<file path="src/esp_pkg.sv">
// Constants for the enhanced serial port: register map, fields, resets, timing.
// Assumes a byte-wide special-function register port on the system clock.
package esp_pkg;
  // ==========================================
  // Register offsets
  localparam logic [7:0] ESP_PWR_CTRL = 8'h87;
  localparam logic [7:0] ESP_AUX_CFG = 8'h8E;
  localparam logic [7:0] ESP_WAKE_CLOCKOUT_CTRL = 8'h8F;
  localparam logic [7:0] ESP_SER_CTRL = 8'h98;
  localparam logic [7:0] ESP_SER_BUF = 8'h99;
  localparam logic [7:0] ESP_BAUD_RELOAD = 8'h9C;
  localparam logic [7:0] ESP_AUX_CFG2 = 8'hA2;
  localparam logic [7:0] ESP_IRQ_EN = 8'hA8;
  localparam logic [7:0] ESP_SLV_ADDR = 8'hA9;
  localparam logic [7:0] ESP_IRQ_PRIO = 8'hB8;
  localparam logic [7:0] ESP_SLV_MASK = 8'hB9;
  // ==========================================
  // Reset values
  localparam logic [7:0] ESP_PWR_RST = 8'h10;
  localparam logic [7:0] ESP_ZERO_RST = 8'h00;
  localparam logic [7:0] ESP_AUX2_RST = 8'h00;
  // ==========================================
  // Field positions
  localparam int ESP_SC_MODE0 = 7;
  localparam int ESP_SC_MODE1 = 6;
  localparam int ESP_SC_MPEN = 5;
  localparam int ESP_SC_REN = 4;
  localparam int ESP_SC_TB8 = 3;
  localparam int ESP_SC_RB8 = 2;
  localparam int ESP_SC_TI = 1;
  localparam int ESP_SC_RI = 0;
  localparam int ESP_PC_DOUBLE = 7;
  localparam int ESP_PC_FESEL = 6;
  localparam int ESP_AX_T1SPD = 6;
  localparam int ESP_AX_M0SPD = 5;
  localparam int ESP_AX_BRUN = 4;
  localparam int ESP_AX_BSPD = 2;
  localparam int ESP_AX_BSRC = 0;
  // ==========================================
  // Timing counts: prescaler and shift periods in system clocks, bit phases and sample points in oversample ticks
  localparam logic [3:0] ESP_PRESCALE_12 = 4'd12;
  localparam logic [3:0] ESP_SHIFT_SLOW = 4'd12;
  localparam logic [3:0] ESP_SHIFT_FAST = 4'd2;
  localparam logic [4:0] ESP_MODE2_TICK = 5'd2;
  localparam logic [3:0] ESP_OVERSAMPLE = 4'd15;
  localparam logic [3:0] ESP_SAMPLE_A = 4'd7;
  localparam logic [3:0] ESP_SAMPLE_B = 4'd8;
  localparam logic [3:0] ESP_SAMPLE_C = 4'd9;
  // Serial mode encodings
  typedef enum logic [1:0] {
    ESP_MODE_SHIFT = 2'b00,
    ESP_MODE_UART8 = 2'b01,
    ESP_MODE_UART9F = 2'b10,
    ESP_MODE_UART9V = 2'b11
  } esp_mode_e;
endpackage : esp_pkg

</file>
<file path="src/esp_reload_counter.sv">
// 8-bit up counter with reload on overflow, used for timer 1 and the baud generator.
// Assumes tick is a single-cycle enable from the same clock.
`timescale 1ns/1ps
`default_nettype none
module esp_reload_counter #(
  parameter int WIDTH = 8
) (
  input wire logic clk,
  input wire logic arst_n,
  input wire logic run,
  input wire logic start,
  input wire logic tick,
  input wire logic [WIDTH-1:0] reload,
  output logic overflow
);
  logic [WIDTH-1:0] count;
  // ==========================================
  // Counter
  always_ff @(posedge clk or negedge arst_n) begin
    if (!arst_n) begin
      count <= '0;
    end else if (start) begin
      count <= reload;
    end else if (run && tick) begin
      if (&count) begin
        count <= reload;
      end else begin
        count <= count + 1'b1;
      end
    end
  end
  assign overflow = run && tick && (&count);
endmodule : esp_reload_counter
`default_nettype wire

</file>
<file path="src/esp_serial_port.sv">
// Enhanced serial port: registers, baud sources, transmitter and receiver.
// Assumes a single-cycle byte register port and a serial line from outside.
`timescale 1ns/1ps
`default_nettype none
module esp_serial_port
  import esp_pkg::*;
(
  input wire logic clk,
  input wire logic arst_n,
  input wire logic [7:0] sfr_addr,
  input wire logic sfr_wr,
  input wire logic sfr_rd,
  input wire logic [7:0] sfr_wdata,
  output logic [7:0] sfr_rdata,
  input wire logic [7:0] timer1_reload,
  input wire logic timer1_run,
  input wire logic rxd_in,
  output logic rxd_out,
  output logic rxd_oe,
  output logic txd_out
);
  import esp_pkg::*;
  // ==========================================
  // Registers
  logic [7:0] power_control, aux_config, wake_clockout_ctrl, serial_control;
  logic [7:0] baud_reload, aux_config_second, irq_enable, irq_priority;
  logic [7:0] slave_address, slave_address_mask, rx_buffer, tx_hold;
  logic framing_error_flag, mode_bit_zero;
  logic wr_ctrl, wr_buf, rd_any, set_ti, set_ri, set_rb8, rb8_val, set_fe;
  logic [1:0] mode;
  logic [7:0] rx_data;
  assign wr_ctrl = sfr_wr && sfr_addr == ESP_SER_CTRL;
  assign wr_buf = sfr_wr && sfr_addr == ESP_SER_BUF;
  assign rd_any = sfr_rd;
  assign mode = {mode_bit_zero, serial_control[ESP_SC_MODE1]};
  always_ff @(posedge clk or negedge arst_n) begin
    if (!arst_n) begin
      power_control <= ESP_PWR_RST;
      aux_config <= ESP_ZERO_RST;
      wake_clockout_ctrl <= ESP_ZERO_RST;
      baud_reload <= ESP_ZERO_RST;
      aux_config_second <= ESP_AUX2_RST;
      irq_enable <= ESP_ZERO_RST;
      irq_priority <= ESP_ZERO_RST;
      slave_address <= ESP_ZERO_RST;
      slave_address_mask <= ESP_ZERO_RST;
      tx_hold <= ESP_ZERO_RST;
    end else if (sfr_wr) begin
      case (sfr_addr)
        ESP_PWR_CTRL: power_control <= sfr_wdata;
        ESP_AUX_CFG: aux_config <= sfr_wdata;
        ESP_WAKE_CLOCKOUT_CTRL: wake_clockout_ctrl <= sfr_wdata;
        ESP_BAUD_RELOAD: baud_reload <= sfr_wdata;
        ESP_AUX_CFG2: aux_config_second <= sfr_wdata;
        ESP_IRQ_EN: irq_enable <= sfr_wdata;
        ESP_IRQ_PRIO: irq_priority <= sfr_wdata;
        ESP_SLV_ADDR: slave_address <= sfr_wdata;
        ESP_SLV_MASK: slave_address_mask <= sfr_wdata;
        ESP_SER_BUF: tx_hold <= sfr_wdata;
        default: ;
      endcase
    end
  end
  // Serial control: hardware sets win over software writes
  always_ff @(posedge clk or negedge arst_n) begin
    if (!arst_n) begin
      serial_control <= ESP_ZERO_RST;
      mode_bit_zero <= 1'b0;
    end else begin
      if (wr_ctrl) begin
        serial_control[6:3] <= sfr_wdata[6:3];
        if (!power_control[ESP_PC_FESEL]) begin
          mode_bit_zero <= sfr_wdata[ESP_SC_MODE0];
        end
      end
      serial_control[ESP_SC_RB8] <= set_rb8 ? rb8_val :
        (wr_ctrl ? sfr_wdata[ESP_SC_RB8] : serial_control[ESP_SC_RB8]);
      serial_control[ESP_SC_TI] <= set_ti ||
        (wr_ctrl ? sfr_wdata[ESP_SC_TI] : serial_control[ESP_SC_TI]);
      serial_control[ESP_SC_RI] <= set_ri ||
        (wr_ctrl ? sfr_wdata[ESP_SC_RI] : serial_control[ESP_SC_RI]);
    end
  end
  always_ff @(posedge clk or negedge arst_n) begin
    if (!arst_n) begin
      framing_error_flag <= 1'b0;
    end else if (set_fe) begin
      framing_error_flag <= 1'b1;
    end else if (wr_ctrl && power_control[ESP_PC_FESEL]) begin
      framing_error_flag <= sfr_wdata[ESP_SC_MODE0];
    end
  end
  always_ff @(posedge clk or negedge arst_n) begin
    if (!arst_n) begin
      rx_buffer <= ESP_ZERO_RST;
    end else if (set_ri) begin
      rx_buffer <= rx_data;
    end
  end
  // Read mux
  always_comb begin
    sfr_rdata = 8'h00;
    if (rd_any) begin
      case (sfr_addr)
        ESP_PWR_CTRL: sfr_rdata = power_control;
        ESP_AUX_CFG: sfr_rdata = aux_config;
        ESP_WAKE_CLOCKOUT_CTRL: sfr_rdata = wake_clockout_ctrl;
        ESP_SER_CTRL: sfr_rdata = {power_control[ESP_PC_FESEL] ? framing_error_flag :
                                   mode_bit_zero, serial_control[6:0]};
        ESP_SER_BUF: sfr_rdata = rx_buffer;
        ESP_BAUD_RELOAD: sfr_rdata = baud_reload;
        ESP_AUX_CFG2: sfr_rdata = aux_config_second;
        ESP_IRQ_EN: sfr_rdata = irq_enable;
        ESP_IRQ_PRIO: sfr_rdata = irq_priority;
        ESP_SLV_ADDR: sfr_rdata = slave_address;
        ESP_SLV_MASK: sfr_rdata = slave_address_mask;
        default: sfr_rdata = 8'h00;
      endcase
    end
  end
  // ==========================================
  // Baud sources
  logic [3:0] pre12;
  logic tick12, brun_d, t1_ovf, brg_ovf, sel_ovf;
  always_ff @(posedge clk or negedge arst_n) begin
    if (!arst_n) begin
      pre12 <= 4'd0;
    end else begin
      pre12 <= (pre12 == ESP_PRESCALE_12 - 4'd1) ? 4'd0 : pre12 + 4'd1;
    end
  end
  assign tick12 = pre12 == ESP_PRESCALE_12 - 4'd1;
  always_ff @(posedge clk or negedge arst_n) begin
    if (!arst_n) begin
      brun_d <= 1'b0;
    end else begin
      brun_d <= aux_config[ESP_AX_BRUN];
    end
  end
  esp_reload_counter #(.WIDTH(8)) u_timer1 (
    .clk(clk),
    .arst_n(arst_n),
    .run(timer1_run),
    .start(1'b0),
    .tick(aux_config[ESP_AX_T1SPD] ? 1'b1 : tick12),
    .reload(timer1_reload),
    .overflow(t1_ovf)
  );
  esp_reload_counter #(.WIDTH(8)) u_baud_gen (
    .clk(clk),
    .arst_n(arst_n),
    .run(aux_config[ESP_AX_BRUN]),
    .start(aux_config[ESP_AX_BRUN] && !brun_d),
    .tick(aux_config[ESP_AX_BSPD] ? 1'b1 : tick12),
    .reload(baud_reload),
    .overflow(brg_ovf)
  );
  assign sel_ovf = aux_config[ESP_AX_BSRC] ? brg_ovf : t1_ovf;
  // Sixteenth-bit tick: variable modes divide overflow by 32 or 16, fixed mode clk by 64 or 32
  logic [4:0] pre32;
  logic src_tick, os_tick;
  assign src_tick = mode == ESP_MODE_UART9F ? 1'b1 : sel_ovf;
  always_ff @(posedge clk or negedge arst_n) begin
    if (!arst_n) begin
      pre32 <= 5'd0;
    end else if (src_tick) begin
      pre32 <= pre32 + 5'd1;
    end
  end
  always_comb begin
    if (mode == ESP_MODE_UART9F) begin
      os_tick = power_control[ESP_PC_DOUBLE] ? pre32[0] : &pre32[1:0];
    end else begin
      os_tick = src_tick && (power_control[ESP_PC_DOUBLE] || pre32[0]);
    end
  end
  // Shift mode clock tick
  logic [3:0] shdiv, sh_half;
  logic sh_tick;
  always_ff @(posedge clk or negedge arst_n) begin
    if (!arst_n) begin
      shdiv <= 4'd0;
    end else begin
      shdiv <= sh_tick ? 4'd0 : shdiv + 4'd1;
    end
  end
  // Tick each half shift period, so one data bit per divide count
  assign sh_half = (aux_config[ESP_AX_M0SPD] ? ESP_SHIFT_FAST : ESP_SHIFT_SLOW) >> 1;
  assign sh_tick = shdiv == sh_half - 4'd1;
  // ==========================================
  // Input synchroniser
  logic rx_s1, rx_s2;
  always_ff @(posedge clk or negedge arst_n) begin
    if (!arst_n) begin
      rx_s1 <= 1'b1;
      rx_s2 <= 1'b1;
    end else begin
      rx_s1 <= rxd_in;
      rx_s2 <= rx_s1;
    end
  end
  // ==========================================
  // Transmitter
  logic [3:0] tx_phase;
  logic [3:0] tx_bits;
  logic [9:0] tx_shift;
  logic tx_busy, tx_req, sh_clk_hi;
  always_ff @(posedge clk or negedge arst_n) begin
    if (!arst_n) begin
      tx_busy <= 1'b0;
      tx_req <= 1'b0;
      tx_phase <= 4'd0;
      tx_bits <= 4'd0;
      tx_shift <= 10'h3FF;
      txd_out <= 1'b1;
      sh_clk_hi <= 1'b1;
    end else begin
      if (wr_buf) begin
        tx_req <= 1'b1;
      end
      if (!tx_busy) begin
        txd_out <= 1'b1;
        if (tx_req && (mode == ESP_MODE_SHIFT ? sh_tick : os_tick)) begin
          tx_req <= wr_buf;
          tx_busy <= 1'b1;
          tx_phase <= 4'd0;
          if (mode == ESP_MODE_SHIFT) begin
            tx_shift <= {2'b11, tx_hold};
            tx_bits <= 4'd8;
          end else if (mode == ESP_MODE_UART8) begin
            tx_shift <= {1'b1, 1'b1, tx_hold};
            tx_bits <= 4'd10;
            txd_out <= 1'b0;
          end else begin
            tx_shift <= {1'b1, serial_control[ESP_SC_TB8], tx_hold};
            tx_bits <= 4'd11;
            txd_out <= 1'b0;
          end
        end
      end else if (mode == ESP_MODE_SHIFT) begin
        if (sh_tick) begin
          sh_clk_hi <= !sh_clk_hi;
          if (sh_clk_hi) begin
            txd_out <= 1'b0;
          end else begin
            txd_out <= 1'b1;
            tx_shift <= {1'b1, tx_shift[9:1]};
            tx_bits <= tx_bits - 4'd1;
            if (tx_bits == 4'd1) begin
              tx_busy <= 1'b0;
            end
          end
        end
      end else if (os_tick) begin
        tx_phase <= tx_phase + 4'd1;
        if (tx_phase == ESP_OVERSAMPLE) begin
          tx_bits <= tx_bits - 4'd1;
          if (tx_bits == 4'd1) begin
            tx_busy <= 1'b0;
            txd_out <= 1'b1;
          end else begin
            txd_out <= tx_shift[0];
            tx_shift <= {1'b1, tx_shift[9:1]};
          end
        end
      end
    end
  end
  assign set_ti = tx_busy && ((mode == ESP_MODE_SHIFT) ?
    (sh_tick && !sh_clk_hi && tx_bits == 4'd1) :
    (os_tick && tx_phase == ESP_OVERSAMPLE && tx_bits == 4'd1));
  assign rxd_out = tx_shift[0];
  assign rxd_oe = tx_busy && mode == ESP_MODE_SHIFT;
  // ==========================================
  // Receiver
  logic [3:0] rx_phase, rx_bits;
  logic [8:0] rx_shift;
  logic [2:0] votes;
  logic rx_busy, rx_prev, bit_val, addr_ok, accept, frame_end, stop_bit;
  always_ff @(posedge clk or negedge arst_n) begin
    if (!arst_n) begin
      rx_busy <= 1'b0;
      rx_prev <= 1'b1;
      rx_phase <= 4'd0;
      rx_bits <= 4'd0;
      rx_shift <= 9'h000;
      votes <= 3'b111;
    end else begin
      if (os_tick) begin
        rx_prev <= rx_s2;
      end
      if (!serial_control[ESP_SC_REN] || mode == ESP_MODE_SHIFT) begin
        rx_busy <= 1'b0;
      end else if (!rx_busy) begin
        if (os_tick && rx_prev && !rx_s2) begin
          rx_busy <= 1'b1;
          rx_phase <= 4'd0;
          rx_bits <= (mode == ESP_MODE_UART8) ? 4'd10 : 4'd11;
        end
      end else if (os_tick) begin
        rx_phase <= rx_phase + 4'd1;
        if (rx_phase == ESP_SAMPLE_A) votes[0] <= rx_s2;
        if (rx_phase == ESP_SAMPLE_B) votes[1] <= rx_s2;
        if (rx_phase == ESP_SAMPLE_C) votes[2] <= rx_s2;
        if (rx_phase == ESP_OVERSAMPLE) begin
          rx_bits <= rx_bits - 4'd1;
          if (rx_bits == ((mode == ESP_MODE_UART8) ? 4'd10 : 4'd11) && bit_val) begin
            rx_busy <= 1'b0;
          end else if (rx_bits == 4'd1) begin
            rx_busy <= 1'b0;
          end else begin
            rx_shift <= {bit_val, rx_shift[8:1]};
          end
        end
      end
    end
  end
  assign bit_val = (votes[0] & votes[1]) | (votes[1] & votes[2]) | (votes[0] & votes[2]);
  assign frame_end = rx_busy && os_tick && rx_phase == ESP_OVERSAMPLE && rx_bits == 4'd1;
  assign stop_bit = bit_val;
  assign rx_data = (mode == ESP_MODE_UART8) ? rx_shift[8:1] : rx_shift[7:0];
  assign addr_ok = ((rx_data ^ slave_address) & slave_address_mask) == 8'h00 ||
                   ((rx_data | ~(slave_address | slave_address_mask)) == 8'hFF);
  always_comb begin
    if (!serial_control[ESP_SC_MPEN]) begin
      accept = 1'b1;
    end else if (mode == ESP_MODE_UART8) begin
      accept = stop_bit && addr_ok;
    end else begin
      accept = rx_shift[8] && addr_ok;
    end
  end
  // One byte lost if RI is still set from the previous one
  assign set_ri = frame_end && !serial_control[ESP_SC_RI] && accept;
  assign set_rb8 = set_ri;
  assign rb8_val = (mode == ESP_MODE_UART8) ? stop_bit : rx_shift[8];
  assign set_fe = frame_end && !stop_bit;
endmodule : esp_serial_port
`default_nettype wire

</file>
<file path="config.mk">
export PLATFORM = sky130hd
export DESIGN_NAME = esp_serial_port
export DESIGN_NICKNAME = d
export VERILOG_FILES = /design/src/esp_pkg.sv /design/src/esp_reload_counter.sv /design/src/esp_serial_port.sv
export SDC_FILE = /design/constraint.sdc
export NUM_CORES = 1
export LEC_CHECK = 0
export BUFFER_PORTS_ARGS = -buffer_cell sky130_fd_sc_hd__buf_2
export CORE_MARGIN = 8
export CORE_UTILIZATION = 55
export CTS_CLUSTER_SIZE = 10
export DETAILED_ROUTE_END_ITERATION = 7
export PLACE_DENSITY_LB_ADDON = 0.1
export REMOVE_ABC_BUFFERS = 1
export SYNTH_ARGS = -nofsm -noshare
export SYNTH_HDL_FRONTEND = slang
export SYNTH_SLANG_ARGS = --single-unit
</file>
<file path="constraint.sdc">
create_clock -name clk -period 2.7 [get_ports clk]
set_clock_uncertainty 0.2 [all_clocks]
set_input_delay 0.27 -clock clk [delete_from_list [all_inputs] [get_ports clk]]
set_output_delay 0.27 -clock clk [all_outputs]
set_load 0.01 [all_outputs]
</file>
; ---- After elaboration in Yosys (flattened, before gate mapping)
; Index checks and enable logic that the tools add are counted.
; W data, S select, Z words.
[op_classes]
add_sub_neg = 10
n_eq_ne = 33
muxes = 85
n_bitwise = 14
reduce_logical = 70
[ops]
columns = op, n
row1 = $eq A8 B8 Y1 const B, 12
row2 = $pmux W8 S11, 1
row3 = $mux W4, 21
row4 = $mux W10, 8
row5 = $mux W8, 6
row6 = $mux W1, 46
row7 = $logic_and A1 B1 Y1, 27
row8 = $reduce_and A2 Y1, 12
row9 = $eq A4 B4 Y1 const B, 5
row10 = $mux W9, 2
row11 = $add A4 B1 Y4 const B, 4
row12 = $add A8 B1 Y8 const B, 2
row13 = $or A8 B8 Y8, 2
row14 = $reduce_and A4 Y1, 4
row15 = $reduce_and A8 Y1, 2
row16 = $reduce_and A3 Y1, 4
row17 = $reduce_and A6 Y1, 2
row18 = $reduce_bool A2 Y1, 5
row19 = $ne A3 B3 Y1 const B, 3
row20 = $and A8 B8 Y8, 1
row21 = $eq A4 B1 Y1 const B, 2
row22 = $eq A4 B4 Y1, 2
row23 = $logic_not A8 Y1, 1
row24 = $not A8 Y8, 1
row25 = other kinds (19), 37
[totals]
reg_bits = 173
input_bits = 30
output_inout_bits = 11
word_cells = 251

; ---- Logic depth before layout (Yosys ltp)
; Gate-level depths: netlist of the first run.
[logic_depth]
word_depth = 14
mapped_depth = 10
mapped_depth_nobuf = 8

; ---- Modules after synthesis
; A second synthesis of the first run with hierarchy kept.
[unflattened]
cells_unflattened = 804
hier_area_um2 = 8936.1
[by_module_without_submodules]
columns = module, n_inst, cells_per_inst, area_per_inst_um2, seq_area_each_um2
row1 = esp_serial_port, 1, 680, 7837.5, 3851.2
row2 = esp_reload_counter, 2, 62, 549.3, 200.2

; ---- Least setup slack after synthesis of the first run
; No wires, ideal clock.
[synth_timing]
path_kind = register to register
from = register u_timer1.count[0]
to = register rx_buffer[0]
setup_ns = 0.125
arrival_ns = 2.542
required_time_ns = 2.375
setup_slack_ns = -0.167
path_stages_with_launch = 11
n_path_buf = 2
synth_period_minus_slack_ns = 2.867
path_cell_list = dfrtp_1 -> ha_1 -> and3_1 -> buf_6 -> nand3_4 -> o41ai_4 -> nor2_2 -> or4_4 -> a211o_1 -> buf_6 -> mux2_4
[synth_via]
elab_chain_len = 11
[synth_lines]
columns = item, line_no
row1 = "start, declared", esp_reload_counter.sv:16  ; logic [WIDTH-1:0] count;
row2 = "start signal, assigned", esp_reload_counter.sv:23  ; count <= reload;
row3 = "start signal, assigned", esp_reload_counter.sv:26  ; count <= reload;
row4 = "start signal, assigned", esp_reload_counter.sv:28  ; count <= count + 1'b1;
row5 = $reduce_and A8 Y1, esp_reload_counter.sv:32  ; assign overflow = run && tick && (&count);
row6 = $logic_and A1 B1 Y1, esp_reload_counter.sv:32
row7 = $mux W1, esp_serial_port.sv:158  ; assign sel_ovf = aux_config[ESP_AX_BSRC] ? brg_ovf : t1_ovf;
row8 = $mux W1, esp_serial_port.sv:162  ; assign src_tick = mode == ESP_MODE_UART9F ? 1'b1 : sel_ovf;
row9 = $logic_and A1 B1 Y1, esp_serial_port.sv:174  ; os_tick = src_tick && (power_control[ESP_PC_DOUBLE] || pre32[0]);
row10 = $mux W1, esp_serial_port.sv:171  ; if (mode == ESP_MODE_UART9F) begin
row11 = $logic_and A1 B1 Y1 (3 in a row), esp_serial_port.sv:319  ; assign frame_end = rx_busy && os_tick && rx_phase == ESP_OVERSAMPLE && rx_bits == 4'd1;
row12 = $logic_and A1 B1 Y1 (2 in a row), esp_serial_port.sv:334  ; assign set_ri = frame_end && !serial_control[ESP_SC_RI] && accept;
row13 = "end signal, assigned", esp_serial_port.sv:97  ; rx_buffer <= rx_data;
row14 = "end, declared", esp_serial_port.sv:27  ; logic [7:0] slave_address, slave_address_mask, rx_buffer, tx_hold;
; No other way between the ends.
; A chain may end at the register's enable or synchronous reset.

; ---- Final worst setup path of the first run
[layout_timing]
from = register pre12[0]
to = register rx_buffer[2]
[layout_via]
elab_chain_len = 13
word_cells_on_any_way = 16
cone_classes = eq/ne: 1 / mux: 5 / reduce/logical: 10
[layout_lines]
columns = item, line_no
row1 = "start, declared", esp_serial_port.sv:123  ; logic [3:0] pre12;
row2 = "start signal, assigned", esp_serial_port.sv:129  ; pre12 <= (pre12 == ESP_PRESCALE_12 - 4'd1) ? 4'd0 : pre12 + 4'd1;
row3 = $eq A4 B4 Y1 *, esp_serial_port.sv:132  ; assign tick12 = pre12 == ESP_PRESCALE_12 - 4'd1;
row4 = $mux W1 (on tied branches), "esp_serial_port.sv:145, esp_serial_port.sv:154"
row5 = $logic_and A1 B1 Y1 (2 in a row), esp_reload_counter.sv:32
row6 = $mux W1 *, esp_serial_port.sv:158
row7 = $mux W1 *, esp_serial_port.sv:162
row8 = $logic_and A1 B1 Y1 *, esp_serial_port.sv:174
row9 = $mux W1 *, esp_serial_port.sv:171
row10 = $logic_and A1 B1 Y1 * (3 in a row), esp_serial_port.sv:319
row11 = $logic_and A1 B1 Y1 * (2 in a row), esp_serial_port.sv:334
; Every way passes the cells marked *; elsewhere a longest branch is shown, timed or not.

==> flow_summary_export.csv, run 1 <==
group,metric,value,unit
synthesis,synth_enable_flop_cells,0,
cts,clkLatencyLatePin,450,ps
die,start_util,0.555,
worst_setup_path,reg2reg_depth,9,
global_route,antenna_found_initial,0,
cts,cts_buffers,17,
timing,worst_hold_slack,107,ps
finish,num_antenna_cells,0,
worst_setup_path,path_max_fanout,5,
synthesis,synth_top_family_by_area,"multiplexers",
worst_setup_path,cp.arrival,2920,ps
finish,multi_input_area,0.00436,mm²
routing,avgViaCountPerCell,6.08,
synthesis,synthAdderAreaFrac,0.0198,
synthesis,syn_inst,778,
synthesis,yosysWarnings,0,
cts,cts-root-buf,"clkbuf_16",
routing,drcViolationCount,0,
hold_path,hold_start,"sfr_wdata[3]",
synthesis,ys_top_cells_by_area,"dfrtp_1 43%, mux2_2 17%, dfstp_2 5.4%, nand2_1 2.8%, nor2_1 2.0%",
placement,port_buffers,40,
job,drv_cap,0,
worst_setup_path,cp_num_cells,9,
hold_path,whs_path_depth,2,
worst_setup_path,reg2reg_slack,-100,ps
timing,slew-limit-headroom,0.498,
run_status,outcome,"finished with violations",
finish,ff_latch_area,0.00425,mm²
finish,fillCellCount,1209,
synthesis,netlist_area,0.00872,mm²
cts,cts_tree,"yes",
worst_setup_path,cp.required,2820,ps
cts,cts.clk_slew.worst_paths,80,ps
placement,place.gp.congestion,0.911,
worst_setup_path,startpoint,"pre12[0]$_DFF_PN0_",
placement,pre_cts_ws,-269,ps
worst_setup_path,cpLargestDelayFamily,"simple AND/OR/NAND/NOR gates",
cts,clockBufferDepth,2,
synthesis,synth_mux_area_frac,0.202,
run_status,violations,"negative setup slack",
worst_setup_path,crit_chain,"ha_2 -> and3b_2 -> o21ai_4 -> o41ai_4 -> nor2_2 -> or4_4 -> a211o_1 -> buf_6 -> mux2_4",
routing,wl_per_cell,20.4,µm
die,die_area,0.0201,mm²
synthesis,yosys.area.top_type,"dfrtp_1",
global_route,overflow,0,
die,placeableCoreArea,0.0157,mm²
worst_setup_path,end_kind,"register",
power,max-vdd-ir-drop,0.493,mV
placement,place_area,0.00968,mm²
finish,drive_gt1_frac,0.394,
global_route,track_usage,0.238,
synthesis,synthArstFlopShare,1.00,
timing,tns,-709,ps
worst_setup_path,r2r-end,"rx_buffer[2]$_DFFE_PN0P_",
timing,rsz0062_at_grt,"true",
hold_path,holdCritPathClass,"primary input to register",
synthesis,synth.distinct_cells,79,
die,io_pins,41,
timing,setup_violations,9,
timing,hold_viol,0,
timing,maxSlewViolCount,0,
synthesis,synthSimpleGateAreaFrac,0.126,
global_route,grt_max_degree,64,
worst_setup_path,startpoint_type,"register",
synthesis,synth_seq_area_share,0.488,
timing,worst_slew_pin_slew,748,ps
worst_setup_path,crit_path_top_delay_cell,"or4_4",
timing,period_minus_slack,2800,ps
synthesis,synthFlopType,"dfrtp_1",
worst_setup_path,path_buf_inv,1,
power,power,6.37,mW
routing,detail-route-antenna-nets,0,
die,chipHeight,142,µm
routing,vias,6887,
global_route,grt_first_pass_wirelength,37500,µm
cts,numClockSinks,169,
finish,final_area,0.0105,mm²
synthesis,yosysTopAreaCellShare,0.434,
synthesis,synth-compound-area-share,0.128,
die,num_rows,46,
placement,dp_hpwl,16500,µm
routing,drt_wl_total,23000,µm
routing,firstDrtPassIters,5,
timing,setup_ws,-97.1,ps
power,p_per_area,605,mW/mm²
synthesis,ys_ff_latch,169,
synthesis,yosys.area_share.xor_xnor,0.0141,
synthesis,syn_avg_cell_area,11.2,µm²
timing,max_freq,358,MHz
cts,htreeDepth,4,
power,p_leak,5.01,nW
routing,drt-initial-drc-count,385,
finish,nets,946,
finish,area_delta_synth_final,21.0,%
timing,min_period_over_period,1.04,
finish,reg_top3,"rx_shift (9), tx_shift (9)",
die,dieWidth,142,µm
worst_setup_path,path_class,"register to register",
worst_setup_path,cpPeakStageDelay,430,ps
global_route,grt_pass1_vias,7110,
worst_setup_path,timing.rr.start,"pre12[0]$_DFF_PN0_",
hold_path,worst_hold_path.endpoint,"aux_config_second[3]$_DFFE_PN0P_",
-- stage by stage --
stage          std cells   util
2_1_floorplan        741      -
3_3_place_gp        1082  0.616
3_5_place_dp        1082  0.616
4_1_cts             1129  0.666
5_1_grt             1132  0.671
6_report            1132  0.671
-- per-layer routing --
| metal | routed length [µm] | track usage | vias up |
|---|---|---|---|
| li1 | - | - | 3132 |
| met1 | 9610 | 0.296 | 3484 |
| met2 | 11500 | 0.400 | 229 |
| met3 | 1260 | 0.0531 | 42 |
| met4 | 635 | 0.0876 | 0 |
| met5 | 0 | 0 | - |
-- final cells by class --
type	count	area share
sequential	169	0.403
clock buffer	18	0.0427
tap	216	0.0256
inverter	10	0.00356
timing repair buffer	143	0.0979
clock inverter	14	0.0134
multi-input combinational	562	0.413
-- power by group --
group / internal [mW] / leakage [nW] / switching, mW
clock: 1.29 / 0.290 / 1.16
sequential: 2.76 / 2.22 / 0.175
combinational: 0.458 / 2.50 / 0.526
-- kinds of logic after synthesis --
group | Yosys count
buf+inv | 47
simple gates | 216
mux | 155
fa+ha+maj | 14
flops | 169
compound gates | 163
xor+xnor | 14
-- synthesized netlist by cell type (3+ instances only) --
cell	instances
xor2_1	8
and4_1	3
inv_1	10
o21ai_0	31
a31oi_1	11
o21a_1	3
nand3_1	29
nor2_1	47
clkbuf_1	31
mux2i_1	12
nor3b_1	5
nand4_1	10
dfstp_2	18
nand2b_1	7
and3_1	11
a22oi_1	22
mux2_4	8
or2_2	6
xnor2_1	6
nor3_1	6
and2_1	3
o2111ai_1	3
o21ai_1	5
o22ai_1	7
ha_1	13
a21o_1	4
mux2_2	134
nor2b_1	5
dfrtp_1	151
nand2_1	64
a21oi_1	35
a221oi_1	10
a22o_1	6
-- cells in the final DEF, fill, tap and decap left out, types with 6 or more instances in the layout --
| master | count |
|---|---|
| a21oi_1 | 35 |
| a221oi_1 | 9 |
| a22o_1 | 6 |
| a22oi_1 | 21 |
| a31oi_1 | 11 |
| and3_1 | 10 |
| buf_2 | 39 |
| buf_4 | 88 |
| clkbuf_16 | 18 |
| dfrtp_1 | 151 |
| dfstp_2 | 18 |
| dlygate4sd3_1 | 10 |
| ha_1 | 11 |
| inv_1 | 10 |
| inv_6 | 6 |
| mux2_2 | 133 |
| mux2_4 | 9 |
| mux2i_1 | 11 |
| nand2_1 | 62 |
| nand2b_1 | 6 |
| nand3_1 | 29 |
| nand4_1 | 10 |
| nor2_1 | 45 |
| nor3_1 | 6 |
| o21ai_0 | 30 |
| o22ai_1 | 7 |
| xnor2_1 | 6 |
| xor2_1 | 8 |
-- worst max-delay path by stage --
stage / end / slack [ps]
2_1_floorplan: rx_buffer[0]$_DFFE_PN0P_ / -270
3_3_place_gp: rx_buffer[7]$_DFFE_PN0P_ / -170
3_5_place_dp: rx_buffer[2]$_DFFE_PN0P_ / -270
4_1_cts: rx_buffer[2]$_DFFE_PN0P_ / -100
5_1_grt: rx_buffer[2]$_DFFE_PN0P_ / -170
6_report: rx_buffer[2]$_DFFE_PN0P_ / -100
-- repair_timing --
action | CTS | global route
pin swaps | 8 | 3
cloned | 1 | 0
buffers inserted | 5 | 3
resized for setup | 15 | 13
hold endpoints to repair | 68 | 0
hold buffers | 10 | 0
setup endpoints to repair | 21 | 28
-- worst register-to-register path: cells and delay by family, from the launching register on --
family | cells | cell delay [ps]
AOI/OAI and AO/OA | 3 | 730
buffers and inverters | 1 | 150
muxes | 1 | 300
and+or+nand+nor | 3 | 770
adders and majority gates | 1 | 180
DFF | 1 | 360
Note: power is estimated with default switching activity, not from simulation.
==> run 2: changes to the inputs <==
CORE_MARGIN = 2   (was 8)
MAX_ROUTING_LAYER = met4   (was default)
RECOVER_POWER = 25   (was default)
==> flow_summary_export.csv, run 2 (synthesis results as in run 1) <==
group,metric,value,unit
finish,nets,941,
placement,place.gp.congestion,0.936,
die,start_util,0.555,
worst_setup_path,cp.arrival,2860,ps
die,die_area,0.0169,mm²
run_status,outcome,"finished with violations",
cts,cts.clk_slew.worst_paths,60,ps
worst_setup_path,cp.required,2810,ps
finish,final_cell_mix,"151 x dfrtp_1, 125 x mux2_2, 83 x buf_4",
timing,setup_violations,8,
die,placeableCoreArea,0.0157,mm²
worst_setup_path,startpoint_type,"register",
timing,hold_viol,0,
worst_setup_path,path_max_fanout,5,
placement,dp_hpwl,15800,µm
job,drv_cap,1,
global_route,track_usage,0.282,
cts,cts-root-buf,"clkbuf_16",
placement,pre_cts_ws,-355,ps
global_route,grt_max_degree,60,
cts,numClockSinks,169,
run_status,violations,"max-capacitance violations, max-slew violations, negative setup slack",
cts,clockBufferDepth,2,
finish,area_delta_synth_final,20.5,%
placement,port_buffers,40,
timing,slew-limit-headroom,-0.000380,
routing,drcViolationCount,0,
timing,setup_ws,-49.7,ps
routing,firstDrtPassIters,6,
power,max-vdd-ir-drop,0.471,mV
die,num_rows,46,
power,p_leak,5.04,nW
timing,max_freq,364,MHz
global_route,overflow,0,
finish,instances_no_fill,1127,
timing,period_minus_slack,2750,ps
global_route,grt_first_pass_wirelength,35100,µm
global_route,antenna_found_initial,0,
routing,drt_wl_total,22300,µm
routing,wl_per_cell,19.8,µm
global_route,grt_pass1_vias,6696,
routing,detail-route-antenna-nets,0,
cts,cts_buffers,17,
routing,vias,6768,
cts,cts_tree,"yes",
timing,min_period_over_period,1.02,
finish,fin_util,0.668,
die,chipHeight,130,µm
routing,avgViaCountPerCell,6.01,
timing,rsz0062_at_grt,"true",
finish,layout_commonest_cell,"dfrtp_1",
timing,tns,-299,ps
cts,htreeDepth,4,
worst_setup_path,end_kind,"register",
die,io_pins,41,
finish,num_antenna_cells,0,
finish,drive_gt1_frac,0.383,
die,dieWidth,130,µm
hold_path,holdCritPathClass,"primary input to register",
worst_setup_path,path_class,"register to register",
routing,drt-initial-drc-count,589,
finish,reg_top3,"rx_shift (9), tx_shift (9)",
placement,dp.cells,1074,
timing,maxSlewViolCount,28,
power,p_per_area,598,mW/mm²
cts,clkLatencyLatePin,430,ps
timing,worst_hold_slack,60.1,ps
timing,worst_slew_pin_slew,1500,ps
-- run 2: cell count changes in the layout (fill, tap and decap cells not counted), moves of 3 or more --
| cell | previous run | this run |
|---|---|---|
| clkinv_4 | 1 | 4 |
| mux2_2 | 133 | 125 |
| mux2_4 | 9 | 17 |
| inv_8 | 5 | 0 |
| inv_6 | 6 | 2 |
| buf_4 | 88 | 83 |
-- run 2: cell type report --
type	count	area, µm²
clock buffers	19	443
clock inverters	13	145
fillers	1219	5210
inverters	10	37.5
multi-input cells	563	4390
flip-flops and latches	169	4250
well taps	216	270
repair buffers	137	958
-- run 2: layer usage --
metal	part of all wire	global-route usage
met5	0	-
met4	0.027	0.105
met3	0.058	0.0525
met2	0.49	0.451
met1	0.42	0.360
-- run 2: power by group --
group | internal, mW | switching, mW
Combinational | 0.430 | 0.486
Clock | 1.39 | 1.02
Sequential | 2.76 | 0.194
Total | 4.59 | 1.70
-- run 2: worst max-delay path, stage by stage, from the launching register on --
cell and delay (ps):
dfrtp_1 360, ha_2 180, and3b_2 240, o21ai_4 70, o41ai_4 360, nor2_2 110
or4_4 460, a211o_4 340, mux2_4 310
-- run 2: repair_timing --
action,CTS,global route
pin swaps,6,3
setup buffers,5,5
setup endpoints to repair,19,36
endpoints found under the hold margin,63,0
hold buffers,9,0
cloned,1,1
gates resized for setup,9,21
-- run 2: per-stage QoR --
| step | cell area, µm² | power (mW) |
|---|---|---|
| 3_3_place_gp | 9620 | 3.83 |
| 3_5_place_dp | 9620 | 3.90 |
| 5_1_grt | 10500 | 6.58 |
| 6_report | 10500 | 6.28 |
| 4_1_cts | 10400 | 6.33 |
| 2_1_floorplan | 8560 | 3.48 |
-- run 2: final timing paths --
kind	to	from	slack (ps)	cells after the start
min reg2reg	rx_s2$_DFF_PN1_	rx_s1$_DFF_PN1_	160	0
min	u_timer1.count[7]$_DFFE_PN0N_	timer1_reload[7]	60	5
max in group asynchronous	tx_busy$_DFF_PN0_	arst_n	400	3
min in group asynchronous	u_timer1.count[6]$_DFFE_PN0N_	arst_n	540	2
max reg2reg	rx_buffer[7]$_DFFE_PN0P_	pre12[0]$_DFF_PN0_	-50	8
max	rx_buffer[7]$_DFFE_PN0P_	pre12[0]$_DFF_PN0_	-50	8
==> run 3: changes to the inputs <==
SYNTH_HIERARCHICAL = 1   (was default)
==> flow_summary_export.csv, run 3 <==
group,metric,value,unit
timing,tns,-1170,ps
synthesis,netlist_area,0.00894,mm²
global_route,antenna_found_initial,0,
routing,drt_wl_total,22400,µm
worst_setup_path,cpLargestDelayFamily,"simple AND/OR/NAND/NOR gates",
power,p_leak,5.09,nW
worst_setup_path,reg2reg_slack,-110,ps
cts,cts_tree,"yes",
worst_setup_path,startpoint,"pre12[1]$_DFF_PN0_",
synthesis,yosysWarnings,6,
run_status,violations,"max-capacitance violations, max-slew violations, negative setup slack",
worst_setup_path,path_buf_inv,2,
run_status,outcome,"finished with violations",
worst_setup_path,crit_chain,"ha_2 -> nand3b_1 -> nand2b_1 -> nand2_2 -> nor3_4 -> mux2i_2 -> nand2_2 -> nand3_4 -> buf_6 -> or4_4 -> buf_6 -> mux2_2",
timing,setup_ws,-113,ps
global_route,track_usage,0.274,
routing,drcViolationCount,0,
finish,instances_no_fill,1166,
synthesis,ys_top_cells_by_count,"151 x dfrtp_1, 124 x mux2_2, 76 x nand2_1, 41 x nor2_1, 32 x o21ai_0",
synthesis,ys_ff_latch,169,
synthesis,ys_top_cells_by_area,"dfrtp_1 42%, mux2_2 16%, dfstp_2 5.3%, nand2_1 3.2%, mux2i_1 3.1%",
worst_setup_path,timing.rr.start,"pre12[1]$_DFF_PN0_",
placement,dp_hpwl,15800,µm
timing,worst_slew_pin_slew,1620,ps
timing,setup_violations,23,
routing,wl_per_cell,19.2,µm
routing,detail-route-antenna-nets,0,
routing,wl_met2,11000,µm
finish,drive_gt1_frac,0.378,
finish,layout_commonest_cell,"dfrtp_1",
cts,htreeDepth,4,
die,start_util,0.563,
cts,numClockSinks,169,
die,placeableCoreArea,0.0159,mm²
routing,vias,6892,
worst_setup_path,path_max_fanout,5,
worst_setup_path,cp_num_cells,12,
global_route,grt_max_degree,62,
finish,reg_top3,"rx_shift (9), tx_shift (9)",
cts,cts_buffers,17,
timing,rsz0062_at_grt,"true",
timing,slew-limit-headroom,-0.0808,
timing,worst_hold_slack,8.21,ps
global_route,grt_pass1_vias,7162,
synthesis,syn_inst,804,
synthesis,synthArstFlopShare,1.00,
synthesis,yosys.area.top_type,"dfrtp_1",
worst_setup_path,cp.arrival,2920,ps
die,dieWidth,131,µm
worst_setup_path,cpPeakStageDelay,530,ps
cts,cts.clk_slew.worst_paths,70,ps
global_route,grt_first_pass_wirelength,36700,µm
worst_setup_path,crit_path_end,"rx_shift[2]$_DFFE_PN0P_",
finish,nets,980,
routing,drt-initial-drc-count,518,
timing,hold_viol,0,
synthesis,synth_seq_area_share,0.476,
timing,max_freq,355,MHz
die,io_pins,41,
worst_setup_path,cp.required,2810,ps
cts,clockBufferDepth,2,
placement,dp.cells,1114,
worst_setup_path,crit_path_top_delay_cell,"or4_4",
synthesis,synth.distinct_cells,76,
cts,cts-root-buf,"clkbuf_16",
placement,place.gp.congestion,0.924,
finish,num_antenna_cells,0,
die,chipHeight,131,µm
worst_setup_path,end_kind,"register",
hold_path,whs_path_depth,3,
cts,clkLatencyLatePin,440,ps
routing,firstDrtPassIters,5,
power,max-vdd-ir-drop,0.464,mV
worst_setup_path,startpoint_type,"register",
synthesis,synthFlopType,"dfrtp_1",
worst_setup_path,path_class,"register to register",
synthesis,yosysTopAreaCellShare,0.423,
global_route,overflow,0,
synthesis,syn_avg_cell_area,11.1,µm²
timing,maxSlewViolCount,61,
die,num_rows,46,
job,drv_cap,1,
routing,dr.max_layer_used,"met4",
routing,wl_met1,9850,µm
worst_setup_path,reg2reg_depth,12,
routing,avgViaCountPerCell,5.91,
die,die_area,0.0173,mm²
finish,final_cell_mix,"151 x dfrtp_1, 124 x mux2_2, 83 x buf_4",
power,power,6.51,mW
routing,wl_met3,1080,µm
synthesis,synth_enable_flop_cells,0,
timing,min_period_over_period,1.04,
synthesis,yosys.cell_count.top_type,"dfrtp_1",
hold_path,holdCritPathClass,"primary input to register",
finish,area_delta_synth_final,21.6,%
worst_setup_path,r2r-end,"rx_shift[2]$_DFFE_PN0P_",
placement,port_buffers,40,
power,p_per_area,599,mW/mm²
timing,period_minus_slack,2810,ps
run 3: cell count changes in the layout (fill, tap and decap cells not counted), sizes merged, moves of 6 or more:
cell,change
a21oi,-6
a22oi,-8
a31oi,-9
and3,-9
buf,+6
conb,+6
inv,+6
mux2,-16
mux2i,+18
nand2,+14
nor2,-6
nor2b,+6
xnor2,+8
run 3: worst min-delay path by stage:
stage                             from                             to  slack [ps]
after floorplan                 arst_n      aux_config[0]$_DFFE_PN0P_        -230
after global placement          arst_n  u_timer1/count[6]$_DFFE_PN0P_          90
after detailed placement        arst_n  u_timer1/count[4]$_DFFE_PN0P_         100
after CTS                 sfr_wdata[3]  serial_control[3]$_DFFE_PN0P_         0.3
after global routing      sfr_wdata[4]  serial_control[4]$_DFFE_PN0P_          10
final                     sfr_wdata[3]  serial_control[3]$_DFFE_PN0P_           8
run 3: logic make-up (layout without fill, tap and decap cells):
family                     count (synthesis)  in the layout  synth area share
xor gates and xnor gates                  22             22            0.0216
and+or+nand+nor                          233            233             0.136
muxes                                    157            157             0.197
buffers and inverters                     52            193            0.0265
adders and majority gates                 14             14            0.0193
AOI/OAI and AO/OA                        156            156             0.124
other                                      1              6          0.000420
DFF                                      169            169             0.476
run 3: layout make-up:
cell class | count | area (µm²)
clock buffer | 20 | 457
clock inverter | 12 | 149
timing repair buffer | 143 | 1050
fill | 1204 | 5010
multi-input combinational | 588 | 4620
inverter | 18 | 67.6
sequential | 169 | 4250
tap | 216 | 270
run 3: power by group:
group | switching, mW | internal, mW | total (mW)
sequential | 0.180 | 2.77 | 2.95
combinational | 0.546 | 0.509 | 1.05
clock | 1.01 | 1.50 | 2.51
run 3: what timing repair did:
action,4_1_cts,5_1_grt
pin swaps,10,14
cloned,1,0
setup endpoints to repair,46,58
hold buffers,9,0
setup buffers,9,3
resized for setup,15,34
hold endpoints to repair,66,0
run 3: metrics by stage:
step                 util  area (µm²)  worst slack (ps)
floorplan               -        8790              -581
finish              0.684       10900              -113
CTS                 0.677       10700              -172
global route        0.684       10900              -215
global placement    0.625        9920              -159
detailed placement  0.625        9920              -336
run 3: per-layer routing:
metal,vias up,GRT usage
met5,-,-
met4,0,0.0839
met3,36,0.0490
met2,178,0.442
met1,3468,0.355
li1,3210,-
run 3: worst reg2reg max path: stages, from the launching register on:
cell	delay, ps
dfrtp_1	360
ha_2	190
nand3b_1	130
nand2b_1	140
nand2_2	80
nor3_4	160
mux2i_2	130
nand2_2	110
nand3_4	90
buf_6	140
or4_4	530
buf_6	150
mux2_2	270
